===== config.mk =====
export PLATFORM = sky130hd
export DESIGN_NAME = haptic_sequence_slots_three_four
export DESIGN_NICKNAME = d
export VERILOG_FILES = /design/src/pkg/haptic_seq_pkg.sv /design/src/sequence_slot_store.sv /design/src/wait_unit_timer.sv /design/src/haptic_sequence_slots_three_four.sv
export SDC_FILE = /design/constraint.sdc
export NUM_CORES = 1
export LEC_CHECK = 0
export ABC_AREA = 1
export ABC_CLOCK_PERIOD_IN_PS = 5900
export BUFFER_PORTS_ARGS = -buffer_cell sky130_fd_sc_hd__buf_2
export CORE_MARGIN = 5
export CORE_UTILIZATION = 30
export DETAILED_ROUTE_END_ITERATION = 10
export SYNTH_ARGS = -nofsm -noshare
export SYNTH_HDL_FRONTEND = slang
export SYNTH_SLANG_ARGS = --single-unit
export TNS_END_PERCENT = 1

===== constraint.sdc =====
create_clock -name mclk_i -period 5.9 [get_ports mclk_i]
set_input_delay 0.59 -clock mclk_i [delete_from_list [all_inputs] [get_ports mclk_i]]
set_output_delay 0.59 -clock mclk_i [all_outputs]
set_load 0.05 [all_outputs]

===== src/pkg/haptic_seq_pkg.sv =====
package haptic_seq_pkg;

    // Register map
    localparam logic [7:0] GO_REG_ADDR = 8'h0C;
    localparam int GO_BIT = 0;
    localparam logic [7:0] SLOT_FIRST_ADDR = 8'h0F;
    localparam logic [7:0] SLOT_LAST_ADDR = 8'h16;
    localparam logic [7:0] SEQUENCE_SLOT_THREE_ADDR = 8'h11;
    localparam logic [7:0] SEQUENCE_SLOT_FOUR_ADDR = 8'h12;
    localparam logic [7:0] SLOT_RESET = 8'h00;
    localparam logic [7:0] READ_ZERO = 8'h00;

    // Slot layout
    localparam int SLOT_COUNT = 8;
    localparam logic [2:0] SLOT_FIRST_IDX = 3'h0;
    localparam logic [2:0] SLOT_LAST_IDX = 3'h7;
    localparam int DELAY_FLAG_BIT = 7;
    localparam logic [6:0] FIELD_ZERO = 7'h00;

    // Wait unit timing
    localparam int CLK_KHZ = 25000;
    localparam int WAIT_UNIT_MS = 10;
    localparam int UNIT_CYCLES = WAIT_UNIT_MS * CLK_KHZ;
    localparam int UNIT_CNT_W = 18;

    typedef enum logic [1:0] {
        SEQ_IDLE = 2'b00,
        SEQ_FETCH = 2'b01,
        SEQ_PLAY = 2'b10,
        SEQ_DELAY = 2'b11
    } seq_state_t;

    function automatic logic [6:0] slot_field(input logic [7:0] slot);
        return slot[6:0];
    endfunction

    function automatic logic slot_is_delay(input logic [7:0] slot);
        return slot[DELAY_FLAG_BIT];
    endfunction

    function automatic logic slot_is_end(input logic [7:0] slot);
        return slot[6:0] == FIELD_ZERO;
    endfunction

    function automatic logic is_slot_addr(input logic [7:0] addr);
        return (addr >= SLOT_FIRST_ADDR) && (addr <= SLOT_LAST_ADDR);
    endfunction

    function automatic logic [2:0] slot_index(input logic [7:0] addr);
        logic [7:0] diff;
        diff = addr - SLOT_FIRST_ADDR;
        return diff[2:0];
    endfunction

endpackage


===== src/sequence_slot_store.sv =====
`timescale 1ns/1ps
module sequence_slot_store (
    input wire logic mclk_i,
    input wire logic reset_n_i,
    input wire logic wr_en_i,
    input wire logic [2:0] wr_idx_i,
    input wire logic [7:0] wdata_i,
    input wire logic [2:0] bus_idx_i,
    output logic [7:0] bus_slot_o,
    input wire logic [2:0] seq_idx_i,
    output logic [7:0] seq_slot_o
);
    logic [7:0] slots_q [haptic_seq_pkg::SLOT_COUNT];
    logic [7:0] slots_d [haptic_seq_pkg::SLOT_COUNT];

    always_comb begin
        for (int i = 0; i < haptic_seq_pkg::SLOT_COUNT; i++) begin
            slots_d[i] = slots_q[i];
        end
        if (wr_en_i) begin
            slots_d[wr_idx_i] = wdata_i;
        end
    end

    always_ff @(posedge mclk_i or negedge reset_n_i) begin
        if (!reset_n_i) begin
            for (int i = 0; i < haptic_seq_pkg::SLOT_COUNT; i++) begin
                slots_q[i] <= haptic_seq_pkg::SLOT_RESET;
            end
        end else begin
            for (int i = 0; i < haptic_seq_pkg::SLOT_COUNT; i++) begin
                slots_q[i] <= slots_d[i];
            end
        end
    end

    assign bus_slot_o = slots_q[bus_idx_i];
    assign seq_slot_o = slots_q[seq_idx_i];
endmodule


===== src/wait_unit_timer.sv =====
`timescale 1ns/1ps
module wait_unit_timer #(
    parameter int UNIT_CYCLES = haptic_seq_pkg::UNIT_CYCLES
) (
    input wire logic mclk_i,
    input wire logic reset_n_i,
    input wire logic load_i,
    input wire logic [6:0] units_i,
    input wire logic abort_i,
    output logic done_o
);
    localparam logic [haptic_seq_pkg::UNIT_CNT_W-1:0] UNIT_RELOAD =
        haptic_seq_pkg::UNIT_CNT_W'(UNIT_CYCLES - 1);

    logic [haptic_seq_pkg::UNIT_CNT_W-1:0] cyc_q, cyc_d;
    logic [6:0] units_q, units_d;
    logic run_q, run_d;
    logic done_q, done_d;

    // The tick counter only runs inside a wait, so the timer outside a wait costs no toggling
    always_comb begin
        cyc_d = cyc_q;
        units_d = units_q;
        run_d = run_q;
        done_d = 1'b0;
        if (load_i) begin
            cyc_d = UNIT_RELOAD;
            units_d = units_i;
            run_d = 1'b1;
        end else if (abort_i) begin
            run_d = 1'b0;
        end else if (run_q) begin
            if (cyc_q != '0) begin
                cyc_d = cyc_q - 1'b1;
            end else if (units_q <= 7'h01) begin
                run_d = 1'b0;
                done_d = 1'b1;
            end else begin
                units_d = units_q - 7'h01;
                cyc_d = UNIT_RELOAD;
            end
        end
    end

    always_ff @(posedge mclk_i or negedge reset_n_i) begin
        if (!reset_n_i) begin
            cyc_q <= '0;
            units_q <= 7'h00;
            run_q <= 1'b0;
            done_q <= 1'b0;
        end else begin
            cyc_q <= cyc_d;
            units_q <= units_d;
            run_q <= run_d;
            done_q <= done_d;
        end
    end

    assign done_o = done_q;
endmodule


===== src/haptic_sequence_slots_three_four.sv =====
`timescale 1ns/1ps
// Contract
// - Flag clear: the seven-bit field selects a library waveform to play.
// - Flag set in bit 7: the field is a wait, engine idles.
// - A wait lasts field value times ten milliseconds, then the next slot.
// - Flag 0 means waveform index, flag 1 means delay.
// - Playback starts at the first slot when software sets the go bit.
// - When a waveform ends, advance to the next slot if non-zero.
// - The sequence ends after the eighth slot even if all are non-zero.
// - A zero field stops the sequence, nothing more is played.
module haptic_sequence_slots_three_four #(
    parameter int UNIT_CYCLES = haptic_seq_pkg::UNIT_CYCLES
) (
    input wire logic mclk_i,
    input wire logic reset_n_i,
    input wire logic [7:0] addr_i,
    input wire logic [7:0] wdata_i,
    input wire logic wr_i,
    input wire logic rd_i,
    output logic [7:0] rdata_o,
    input wire logic effect_done_i,
    output logic effect_start_o,
    output logic [6:0] effect_index_o,
    output logic engine_idle_o,
    output logic seq_busy_o,
    output logic [2:0] slot_pos_o
);
    haptic_seq_pkg::seq_state_t state_q, state_d;
    logic [2:0] pos_q, pos_d;
    logic go_q, go_d;
    logic start_q, start_d;
    logic [6:0] index_q, index_d;
    logic idle_q, idle_d;
    logic [6:0] units_q, units_d;
    logic [7:0] rdata_q, rdata_d;

    logic slot_wr;
    logic go_wr;
    logic [7:0] bus_slot;
    logic [7:0] cur_slot;
    logic timer_load;
    logic timer_done;
    logic advance;
    logic end_seq;

    assign slot_wr = wr_i && haptic_seq_pkg::is_slot_addr(addr_i);
    assign go_wr = wr_i && (addr_i == haptic_seq_pkg::GO_REG_ADDR);

    sequence_slot_store u_slots (
        .mclk_i(mclk_i),
        .reset_n_i(reset_n_i),
        .wr_en_i(slot_wr),
        .wr_idx_i(haptic_seq_pkg::slot_index(addr_i)),
        .wdata_i(wdata_i),
        .bus_idx_i(haptic_seq_pkg::slot_index(addr_i)),
        .bus_slot_o(bus_slot),
        .seq_idx_i(pos_q),
        .seq_slot_o(cur_slot)
    );

    wait_unit_timer #(
        .UNIT_CYCLES(UNIT_CYCLES)
    ) u_timer (
        .mclk_i(mclk_i),
        .reset_n_i(reset_n_i),
        .load_i(timer_load),
        .units_i(haptic_seq_pkg::slot_field(cur_slot)),
        .abort_i(!go_q),
        .done_o(timer_done)
    );

    // Register read port: data stands only in the cycle after the strobe
    always_comb begin
        rdata_d = haptic_seq_pkg::READ_ZERO;
        if (rd_i) begin
            if (haptic_seq_pkg::is_slot_addr(addr_i)) begin
                rdata_d = bus_slot;
            end else if (addr_i == haptic_seq_pkg::GO_REG_ADDR) begin
                rdata_d[haptic_seq_pkg::GO_BIT] = go_q;
            end
        end
    end

    always_ff @(posedge mclk_i or negedge reset_n_i) begin
        if (!reset_n_i) begin
            rdata_q <= haptic_seq_pkg::READ_ZERO;
        end else begin
            rdata_q <= rdata_d;
        end
    end

    // Sequencer; slots may be rewritten during playback and count when fetched
    always_comb begin
        state_d = state_q;
        pos_d = pos_q;
        start_d = 1'b0;
        index_d = index_q;
        idle_d = idle_q;
        units_d = units_q;
        timer_load = 1'b0;
        advance = 1'b0;
        end_seq = 1'b0;
        case (state_q)
            haptic_seq_pkg::SEQ_IDLE: begin
                if (go_q) begin
                    pos_d = haptic_seq_pkg::SLOT_FIRST_IDX;
                    state_d = haptic_seq_pkg::SEQ_FETCH;
                end
            end
            haptic_seq_pkg::SEQ_FETCH: begin
                if (haptic_seq_pkg::slot_is_end(cur_slot)) begin
                    end_seq = 1'b1;
                end else if (haptic_seq_pkg::slot_is_delay(cur_slot)) begin
                    timer_load = 1'b1;
                    units_d = haptic_seq_pkg::slot_field(cur_slot);
                    idle_d = 1'b1;
                    state_d = haptic_seq_pkg::SEQ_DELAY;
                end else begin
                    start_d = 1'b1;
                    index_d = haptic_seq_pkg::slot_field(cur_slot);
                    state_d = haptic_seq_pkg::SEQ_PLAY;
                end
            end
            haptic_seq_pkg::SEQ_PLAY: begin
                advance = effect_done_i;
            end
            haptic_seq_pkg::SEQ_DELAY: begin
                advance = timer_done;
            end
            default: begin
                state_d = haptic_seq_pkg::SEQ_IDLE;
            end
        endcase
        if (advance) begin
            idle_d = 1'b0;
            if (pos_q == haptic_seq_pkg::SLOT_LAST_IDX) begin
                end_seq = 1'b1;
            end else begin
                pos_d = pos_q + 3'h1;
                state_d = haptic_seq_pkg::SEQ_FETCH;
            end
        end
        // Abort mid-fetch must not leave a half-set index or a running timer
        if (end_seq || (!go_q && state_q != haptic_seq_pkg::SEQ_IDLE)) begin
            state_d = haptic_seq_pkg::SEQ_IDLE;
            idle_d = 1'b0;
            start_d = 1'b0;
            index_d = index_q;
            timer_load = 1'b0;
        end
    end

    // A software write to the go bit wins over the end-of-sequence clear
    always_comb begin
        go_d = go_q;
        if (end_seq) begin
            go_d = 1'b0;
        end
        if (go_wr) begin
            go_d = wdata_i[haptic_seq_pkg::GO_BIT];
        end
    end

    always_ff @(posedge mclk_i or negedge reset_n_i) begin
        if (!reset_n_i) begin
            state_q <= haptic_seq_pkg::SEQ_IDLE;
            pos_q <= haptic_seq_pkg::SLOT_FIRST_IDX;
            go_q <= 1'b0;
            start_q <= 1'b0;
            index_q <= 7'h00;
            idle_q <= 1'b0;
            units_q <= 7'h00;
        end else begin
            state_q <= state_d;
            pos_q <= pos_d;
            go_q <= go_d;
            start_q <= start_d;
            index_q <= index_d;
            idle_q <= idle_d;
            units_q <= units_d;
        end
    end

    assign rdata_o = rdata_q;
    assign effect_start_o = start_q;
    assign effect_index_o = index_q;
    assign engine_idle_o = idle_q;
    assign seq_busy_o = go_q;
    assign slot_pos_o = pos_q;

    // Helper: cycles spent since the wait was entered
    logic [31:0] wait_cyc_q, wait_cyc_d;

    always_comb begin
        wait_cyc_d = wait_cyc_q + 32'h0000_0001;
        if (state_q == haptic_seq_pkg::SEQ_FETCH) begin
            wait_cyc_d = 32'h0000_0000;
        end
    end

    always_ff @(posedge mclk_i or negedge reset_n_i) begin
        if (!reset_n_i) begin
            wait_cyc_q <= 32'h0000_0000;
        end else begin
            wait_cyc_q <= wait_cyc_d;
        end
    end
endmodule


Yosys cells after proc, flatten, opt, wreduce, memory -nomap -nowiden
Cells that the tools add are included.
Word-level totals
  register bits: 114
  input bits: 21
  output and inout bits: 21
  word-level logic and storage cells: 127
Cells by class
  add/subtract/negate cells: 4
  $lt $le $gt $ge: 6
  eq/ne operators: 9
  mux-type cells: 64
  bitwise operators: 5
  reductions and logical operators: 20
Operator list (count)
  18-bit 2-to-1 mux: 5
  64-bit bitwise mux: 1
  8-bit binary-select mux with 3-bit select: 2
  8-bit 2-to-1 mux: 6
  7-bit 2-to-1 mux: 6
  1-bit 2-to-1 mux: 32
  8-bit demux with 3-bit select: 1
  18-bit nonzero test: 1
  18-bit by 1-bit subtractor with 18-bit output (second input constant): 1
  3-bit 2-to-1 mux: 4
  2-bit 2-to-1 mux: 5
  8-bit by 4-bit == test with 1-bit output (second input constant): 1
  4-bit greater-or-equal comparator (second input constant): 2
  8-bit by 4-bit greater-or-equal comparator with 1-bit output (second input constant): 1
  8-bit by 5-bit <= comparator with 1-bit output (second input constant): 1
  3-bit NOT with 4-bit output: 2
  4-bit AND reduction: 2
  2-bit nonzero test: 4
  7-bit by 1-bit <= comparator with 1-bit output (second input constant): 1
  7-bit logical NOT: 1
  7-bit by 1-bit subtractor with 7-bit output (second input constant): 1
  3-bit by 2-bit != test with 1-bit output (second input constant): 2
  3-bit AND reduction: 2
  3-bit nonzero test: 2
  14 further kinds: 22

Longest topological paths before layout
  depth after elaboration: 13
  gate-level depth with buffers: 15
  depth with buffers taken out: 14

Cells and area by module
Synthesis repeated with hierarchy kept, for this count alone.
Second synthesis, totals
  cell total of the unflattened synthesis: 1031
  area, all modules: 6951.7 um^2
By module, submodules not included
  sequence_slot_store: instances 1, cells an instance 589, area an instance 3801.1 um^2, seq. area each 1601.5 um^2
  wait_unit_timer: instances 1, cells an instance 293, area an instance 1899.3 um^2, seq. area each 675.6 um^2
  haptic_sequence_slots_three_four: instances 1, cells an instance 149, area an instance 1251.2 um^2, seq. area each 575.6 um^2

Least setup slack after synthesis
No wires, ideal clock.
  path kind: flip-flop to flip-flop
  start point: reg pos_q[0] (netlist: slot_pos_o[0])
  end point: reg u_timer.units_q[5]
  library setup time: 0.118 ns
  arrival time: 2.177 ns
  required time: 5.782 ns
  slack: 3.605 ns
  stages on the path, launching flop included: 16
  buffers on the path: 2
  clock period less this slack: 2.295 ns
  cell sequence: dfrtp_1 inv_2 buf_6 nand2_1 nand3_1 nand3_1 nand2_1 nand2_1 nor2_2 nand2_1 nand3_2 nor2_4 inv_2 buf_4 nand3_1 nand2_1
Between the ends
  longest elaborated chain between the ends: 13
Ends and longest elaborated chain
  start, declared: line haptic_sequence_slots_three_four.sv:29  | logic [2:0] pos_q, pos_d;
  start signal, assigned: line haptic_sequence_slots_three_four.sv:167  | pos_q <= haptic_seq_pkg::SLOT_FIRST_IDX;
  start signal, assigned: line haptic_sequence_slots_three_four.sv:175  | pos_q <= pos_d;
  3-bit NOT with 4-bit output (not written as such): line sequence_slot_store.sv:38  | assign seq_slot_o = slots_q[seq_idx_i];
  8-bit binary-select mux with 3-bit select: line sequence_slot_store.sv:38
  8-bit 2-to-1 mux (not written as such) (2 in a row): line sequence_slot_store.sv:38
  7-bit logical NOT: line haptic_seq_pkg.sv:42  | return slot[6:0] == FIELD_ZERO;
  1-bit 2-to-1 mux: line haptic_sequence_slots_three_four.sv:111  | if (haptic_seq_pkg::slot_is_end(cur_slot)) begin
  1-bit 2-to-1 mux: line haptic_sequence_slots_three_four.sv:103  | case (state_q)
  1-bit 2-to-1 mux: line haptic_sequence_slots_three_four.sv:136  | if (pos_q == haptic_seq_pkg::SLOT_LAST_IDX) begin
  1-bit 2-to-1 mux: line haptic_sequence_slots_three_four.sv:134  | if (advance) begin
  1-bit logical OR: line haptic_sequence_slots_three_four.sv:144  | if (end_seq || (!go_q && state_q != haptic_seq_pkg::SEQ_IDLE)) begin
  1-bit 2-to-1 mux: line haptic_sequence_slots_three_four.sv:144
  2-bit != test (no source line) or 2-bit nonzero test (tied branches)
  4-bit AND reduction (no source line)
  end signal, assigned: line wait_unit_timer.sv:53  | units_q <= units_d;
  end, declared: line wait_unit_timer.sv:16  | logic [6:0] units_q, units_d;
Several ways; a longest one is shown, not always the timed one. The select of a mux whose other input is x is not followed.
A chain may end at the register's enable or synchronous reset.

Worst setup path in the final report
  start point: reg pos_q[1] (netlist: slot_pos_o[1])
  end point: reg u_timer.cyc_q[4] (netlist name)
Between the ends
  longest elaborated chain between the ends: 13
Ends and longest elaborated chain
  3-bit NOT with 4-bit output (not written as such): line sequence_slot_store.sv:38
  8-bit binary-select mux with 3-bit select: line sequence_slot_store.sv:38
  8-bit 2-to-1 mux (not written as such) (2 in a row): line sequence_slot_store.sv:38
  7-bit logical NOT: line haptic_seq_pkg.sv:42
  1-bit 2-to-1 mux: line haptic_sequence_slots_three_four.sv:111
  1-bit 2-to-1 mux: line haptic_sequence_slots_three_four.sv:103
  1-bit 2-to-1 mux: line haptic_sequence_slots_three_four.sv:136
  1-bit 2-to-1 mux: line haptic_sequence_slots_three_four.sv:134
  1-bit logical OR: line haptic_sequence_slots_three_four.sv:144
  1-bit 2-to-1 mux *: line haptic_sequence_slots_three_four.sv:144
  3-bit by 2-bit != test with 1-bit output (no source line) or 2-bit nonzero test (tied branches)
  3-bit AND reduction (no source line)
  end signal, assigned: line wait_unit_timer.sv:52  | cyc_q <= cyc_d;
  end, declared: line wait_unit_timer.sv:15  | logic [haptic_seq_pkg::UNIT_CNT_W-1:0] cyc_q, cyc_d;
Mark *: on every way between the ends. The rest lies on a longest branch, timed or not. The select of a mux whose other input is x is not followed.

==> impl_metrics.json <==
{
  "io_pins": 42,
  "wl_met3_um": 1080,
  "routedWlPerCell_um": 15.1,
  "wirelength_um": 17400,
  "path_class": "reg -> reg",
  "synth_edf_count": 0,
  "grt_max_degree": 72,
  "drt_iter0_markers": 532,
  "cp.required_ps": 6210,
  "start_kind": "register",
  "fin_crit_sh": 0.562,
  "place_area_um2": 6670,
  "cp_num_buf_inv": 2,
  "syn_area_um2": 6270,
  "gp_congestion": 0.902,
  "pre_cts_ws_ps": 2610,
  "antenna_found_initial": 0,
  "yosysWarnings": 0,
  "postCtsSetupRepairBufs": 0,
  "relSlewSlack": 0.390,
  "antenna_cells": 0,
  "drcViolationCount": 0,
  "rsz0062_at_grt": "no",
  "yosysSeqAreaShare": 0.455,
  "grt_pass1_vias": 5267,
  "yosysTopAreaCell": "dfrtp_1",
  "leakage_nw": 3.51,
  "worstMarginPinSlew_ps": 915,
  "ir_drop_mv": 0.188,
  "slowest_delay_ps": 870,
  "ys_seq_elements": 114,
  "fp.dieArea_um2": 23900,
  "numClockSinks": 114,
  "yosysTopAreaCellShare": 0.455,
  "final_cells": 1153,
  "clkSlewWorstSetupHoldPaths_ps": 60,
  "chipWidth_um": 155,
  "grt_pass1_wl_um": 28300,
  "async_flop_share": 1.00,
  "syn_area_per_cell_um2": 7.54,
  "rows": 52,
  "worstPathArrival_ps": 3620,
  "start_util": 0.307,
  "fillers": 2141,
  "die_h_um": 155,
  "ctsLongestPathBuffers": 2,
  "status": "finished, final reports clean",
  "area_growth_pct": 15.8,
  "path_delay_family": "simple AND/OR/NAND/NOR gates",
  "hp-class": "in -> async",
  "layout-drive-gt1-share": 0.117,
  "setup_slack_ps": 2590,
  "hold_viol": 0,
  "drv_slew": 0,
  "cpMaxStageDelayCell": "dfrtp_1",
  "fin_util": 0.355,
  "crit_path_max_fanout": 25,
  "cts_tree": "built",
  "ant_nets": 0,
  "synthFlopType": "dfrtp_1",
  "min_period_ps": 3310,
  "vias": 5604,
  "cp-end-kind": "register",
  "setup_viol": 0,
  "maxCapViolations": 0,
  "setup_tns_ps": 0,
  "cts_resized": 0,
  "crit_chain": "inv_1, nor2_1, o21ai_1, nand2_1, nand2_1, nand2_1, nor2_2, nand2_1, nand3_2, nor2_4, inv_2, nand3b_1, nand2_1",
  "first_pass_iters": 5,
  "wl_met1_um": 8170,
  "grt_overflow": 0,
  "regToRegSetupSlack_ps": 2590,
  "r2r_end": "u_timer.cyc_q[4]",
  "syn_inst": 831,
  "yosysUniqueCellTypes": 37,
  "core-area_um2": 20400,
  "nets": 899,
  "cp_common_cell": "nand2_1",
  "cts_buffers": 17,
  "wl_met2_um": 7770,
  "skew_ps": 10.7,
  "highest_layer": "met4",
  "finalInstanceArea_um2": 7260,
  "clk_latency_ps": 420,
  "grt_usage": 0.150,
  "cts-root-buf": "clkbuf_16",
  "r2r_start": "slot_pos_o[1]",
  "h-tree-depth": 4,
  "viasPerCell": 4.86,
  "syn_nets": 860,
  "ff2ff_path_depth": 13,
  "cts-hold-fix-buffers": 0,
  "p_per_area_nw_per_um2": 428,
  "hpwlAfterDp_um": 11800,
  "synth_area_leaders": "dfrtp_1 46%, nand2_1 15%, o21ai_0 6.5%, inv_1 6.2%, nand3_1 4.6%",
  "fmax_mhz": 302,
  "io_buffers": 41,
  "placed_cells": 1121
}
## worst max path at each step
stage                        from                 end  slack (ps)  depth (start not counted)
CTS                 slot_pos_o[1]    u_timer.cyc_q[4]        2570                         13
detailed placement  slot_pos_o[1]    u_timer.cyc_q[4]        2610                         13
global route        slot_pos_o[1]    u_timer.cyc_q[4]        2220                         13
finish              slot_pos_o[1]    u_timer.cyc_q[4]        2590                         13
floorplan           slot_pos_o[0]  u_timer.units_q[5]        3610                         15
global placement    slot_pos_o[1]    u_timer.cyc_q[4]        2740                         13
## per-layer routing
layer / global-route usage / vias to the layer above
met2: 0.228 / 180
met1: 0.207 / 2631
met5: 0 / -
met4: 0.0568 / 0
met3: 0.0355 / 29
li1: - / 2764
## flip-flops by register name, summed over array words and instances (netlist names)
| name | flops |
|---|---|
| u_slots.slots_q | 64 |
| u_timer.cyc_q | 18 |
| rdata_o | 8 |
| effect_index_o | 7 |
| u_timer.units_q | 7 |
| slot_pos_o | 3 |
| state_q | 2 |
| effect_start_o | 1 |
| engine_idle_o | 1 |
| seq_busy_o | 1 |
| u_timer.done_o | 1 |
| u_timer.run_q | 1 |
## through the flow
stage                     power [W]  hold slack [ps]
after floorplan             0.00186              294
after global placement      0.00208              466
final                       0.00310              153
after detailed placement    0.00209              474
after CTS                   0.00312              174
after global routing        0.00331              203
## cell usage in the layout (no fill, tap or decap), types with 2 or more instances in the layout
master	netlist	layout
clkbuf_8	0	4
xor2_1	13	13
buf_4	2	5
clkinv_2	0	6
clkbuf_16	0	17
nor2_4	2	2
nand2_1	249	249
inv_2	2	2
o221ai_1	2	2
a21oi_1	15	15
o2111ai_1	5	5
inv_1	104	104
o22ai_1	20	20
bufinv_16	0	2
nor2_2	6	6
nand3b_1	2	2
nor3_1	18	18
nor4_1	9	9
nand3_1	58	58
xnor2_1	3	3
or2_2	5	5
nand4_1	5	5
nand3_2	2	2
dfrtp_1	114	114
a21oi_2	9	9
ha_1	8	8
o21ai_1	3	3
nor2_1	61	61
o21ai_0	82	82
buf_2	6	40
## worst reg2reg max path, delay by kind of cell (launching register included)
kind,cells,cell delay [ps]
AO/OA/AOI/OAI,1,80
AND/OR/NAND/NOR,10,1520
buffers and inverters,2,710
flip-flops,1,870
## synthesized netlist by cell type, types with 2 or more instances
cell type and number:
a21oi_1 15, a21oi_2 9, buf_2 6, buf_4 2
buf_6 9, clkbuf_1 8, dfrtp_1 114, ha_1 8
inv_1 104, inv_2 2, nand2_1 249, nand3_1 58
nand3_2 2, nand3b_1 2, nand4_1 5, nor2_1 61
nor2_2 6, nor2_4 2, nor3_1 18, nor4_1 9
o2111ai_1 5, o21ai_0 82, o21ai_1 3, o221ai_1 2
o22ai_1 20, or2_2 5, xnor2_1 3, xor2_1 13
## layout make-up
cell class / count / area (µm²) / area share
clock buffer: 22 / 484 / 0.0667
multi-input combinational: 585 / 2840 / 0.391
tap: 270 / 338 / 0.0465
clock inverter: 10 / 106 / 0.0147
sequential: 114 / 2850 / 0.393
inverter: 107 / 402 / 0.0553
timing repair buffer: 45 / 238 / 0.0328
## power by group
| group | switching, W | leakage [nW] | total (W) | internal [W] |
|---|---|---|---|---|
| Clock | 0.000358 | 0.295 | 0.00102 | 0.000660 |
| Sequential | 0.000130 | 1.52 | 0.00103 | 0.000905 |
| Combinational | 0.000741 | 1.69 | 0.00105 | 0.000311 |
| Total | 0.00123 | 3.51 | 0.00310 | 0.00188 |
## cell families (layout without fill, tap and decap cells)
logic type | count (synthesis) | count (layout) | share of synthesized area
buffers and inverters | 132 | 184 | 0.0922
AO/OA/AOI/OAI | 142 | 142 | 0.130
adder cells (fa/ha/maj) | 8 | 8 | 0.0160
XOR/XNOR | 16 | 16 | 0.0224
flip-flops | 114 | 114 | 0.455
AND/OR/NAND/NOR | 419 | 419 | 0.284
(Power assumes the default switching activity.)
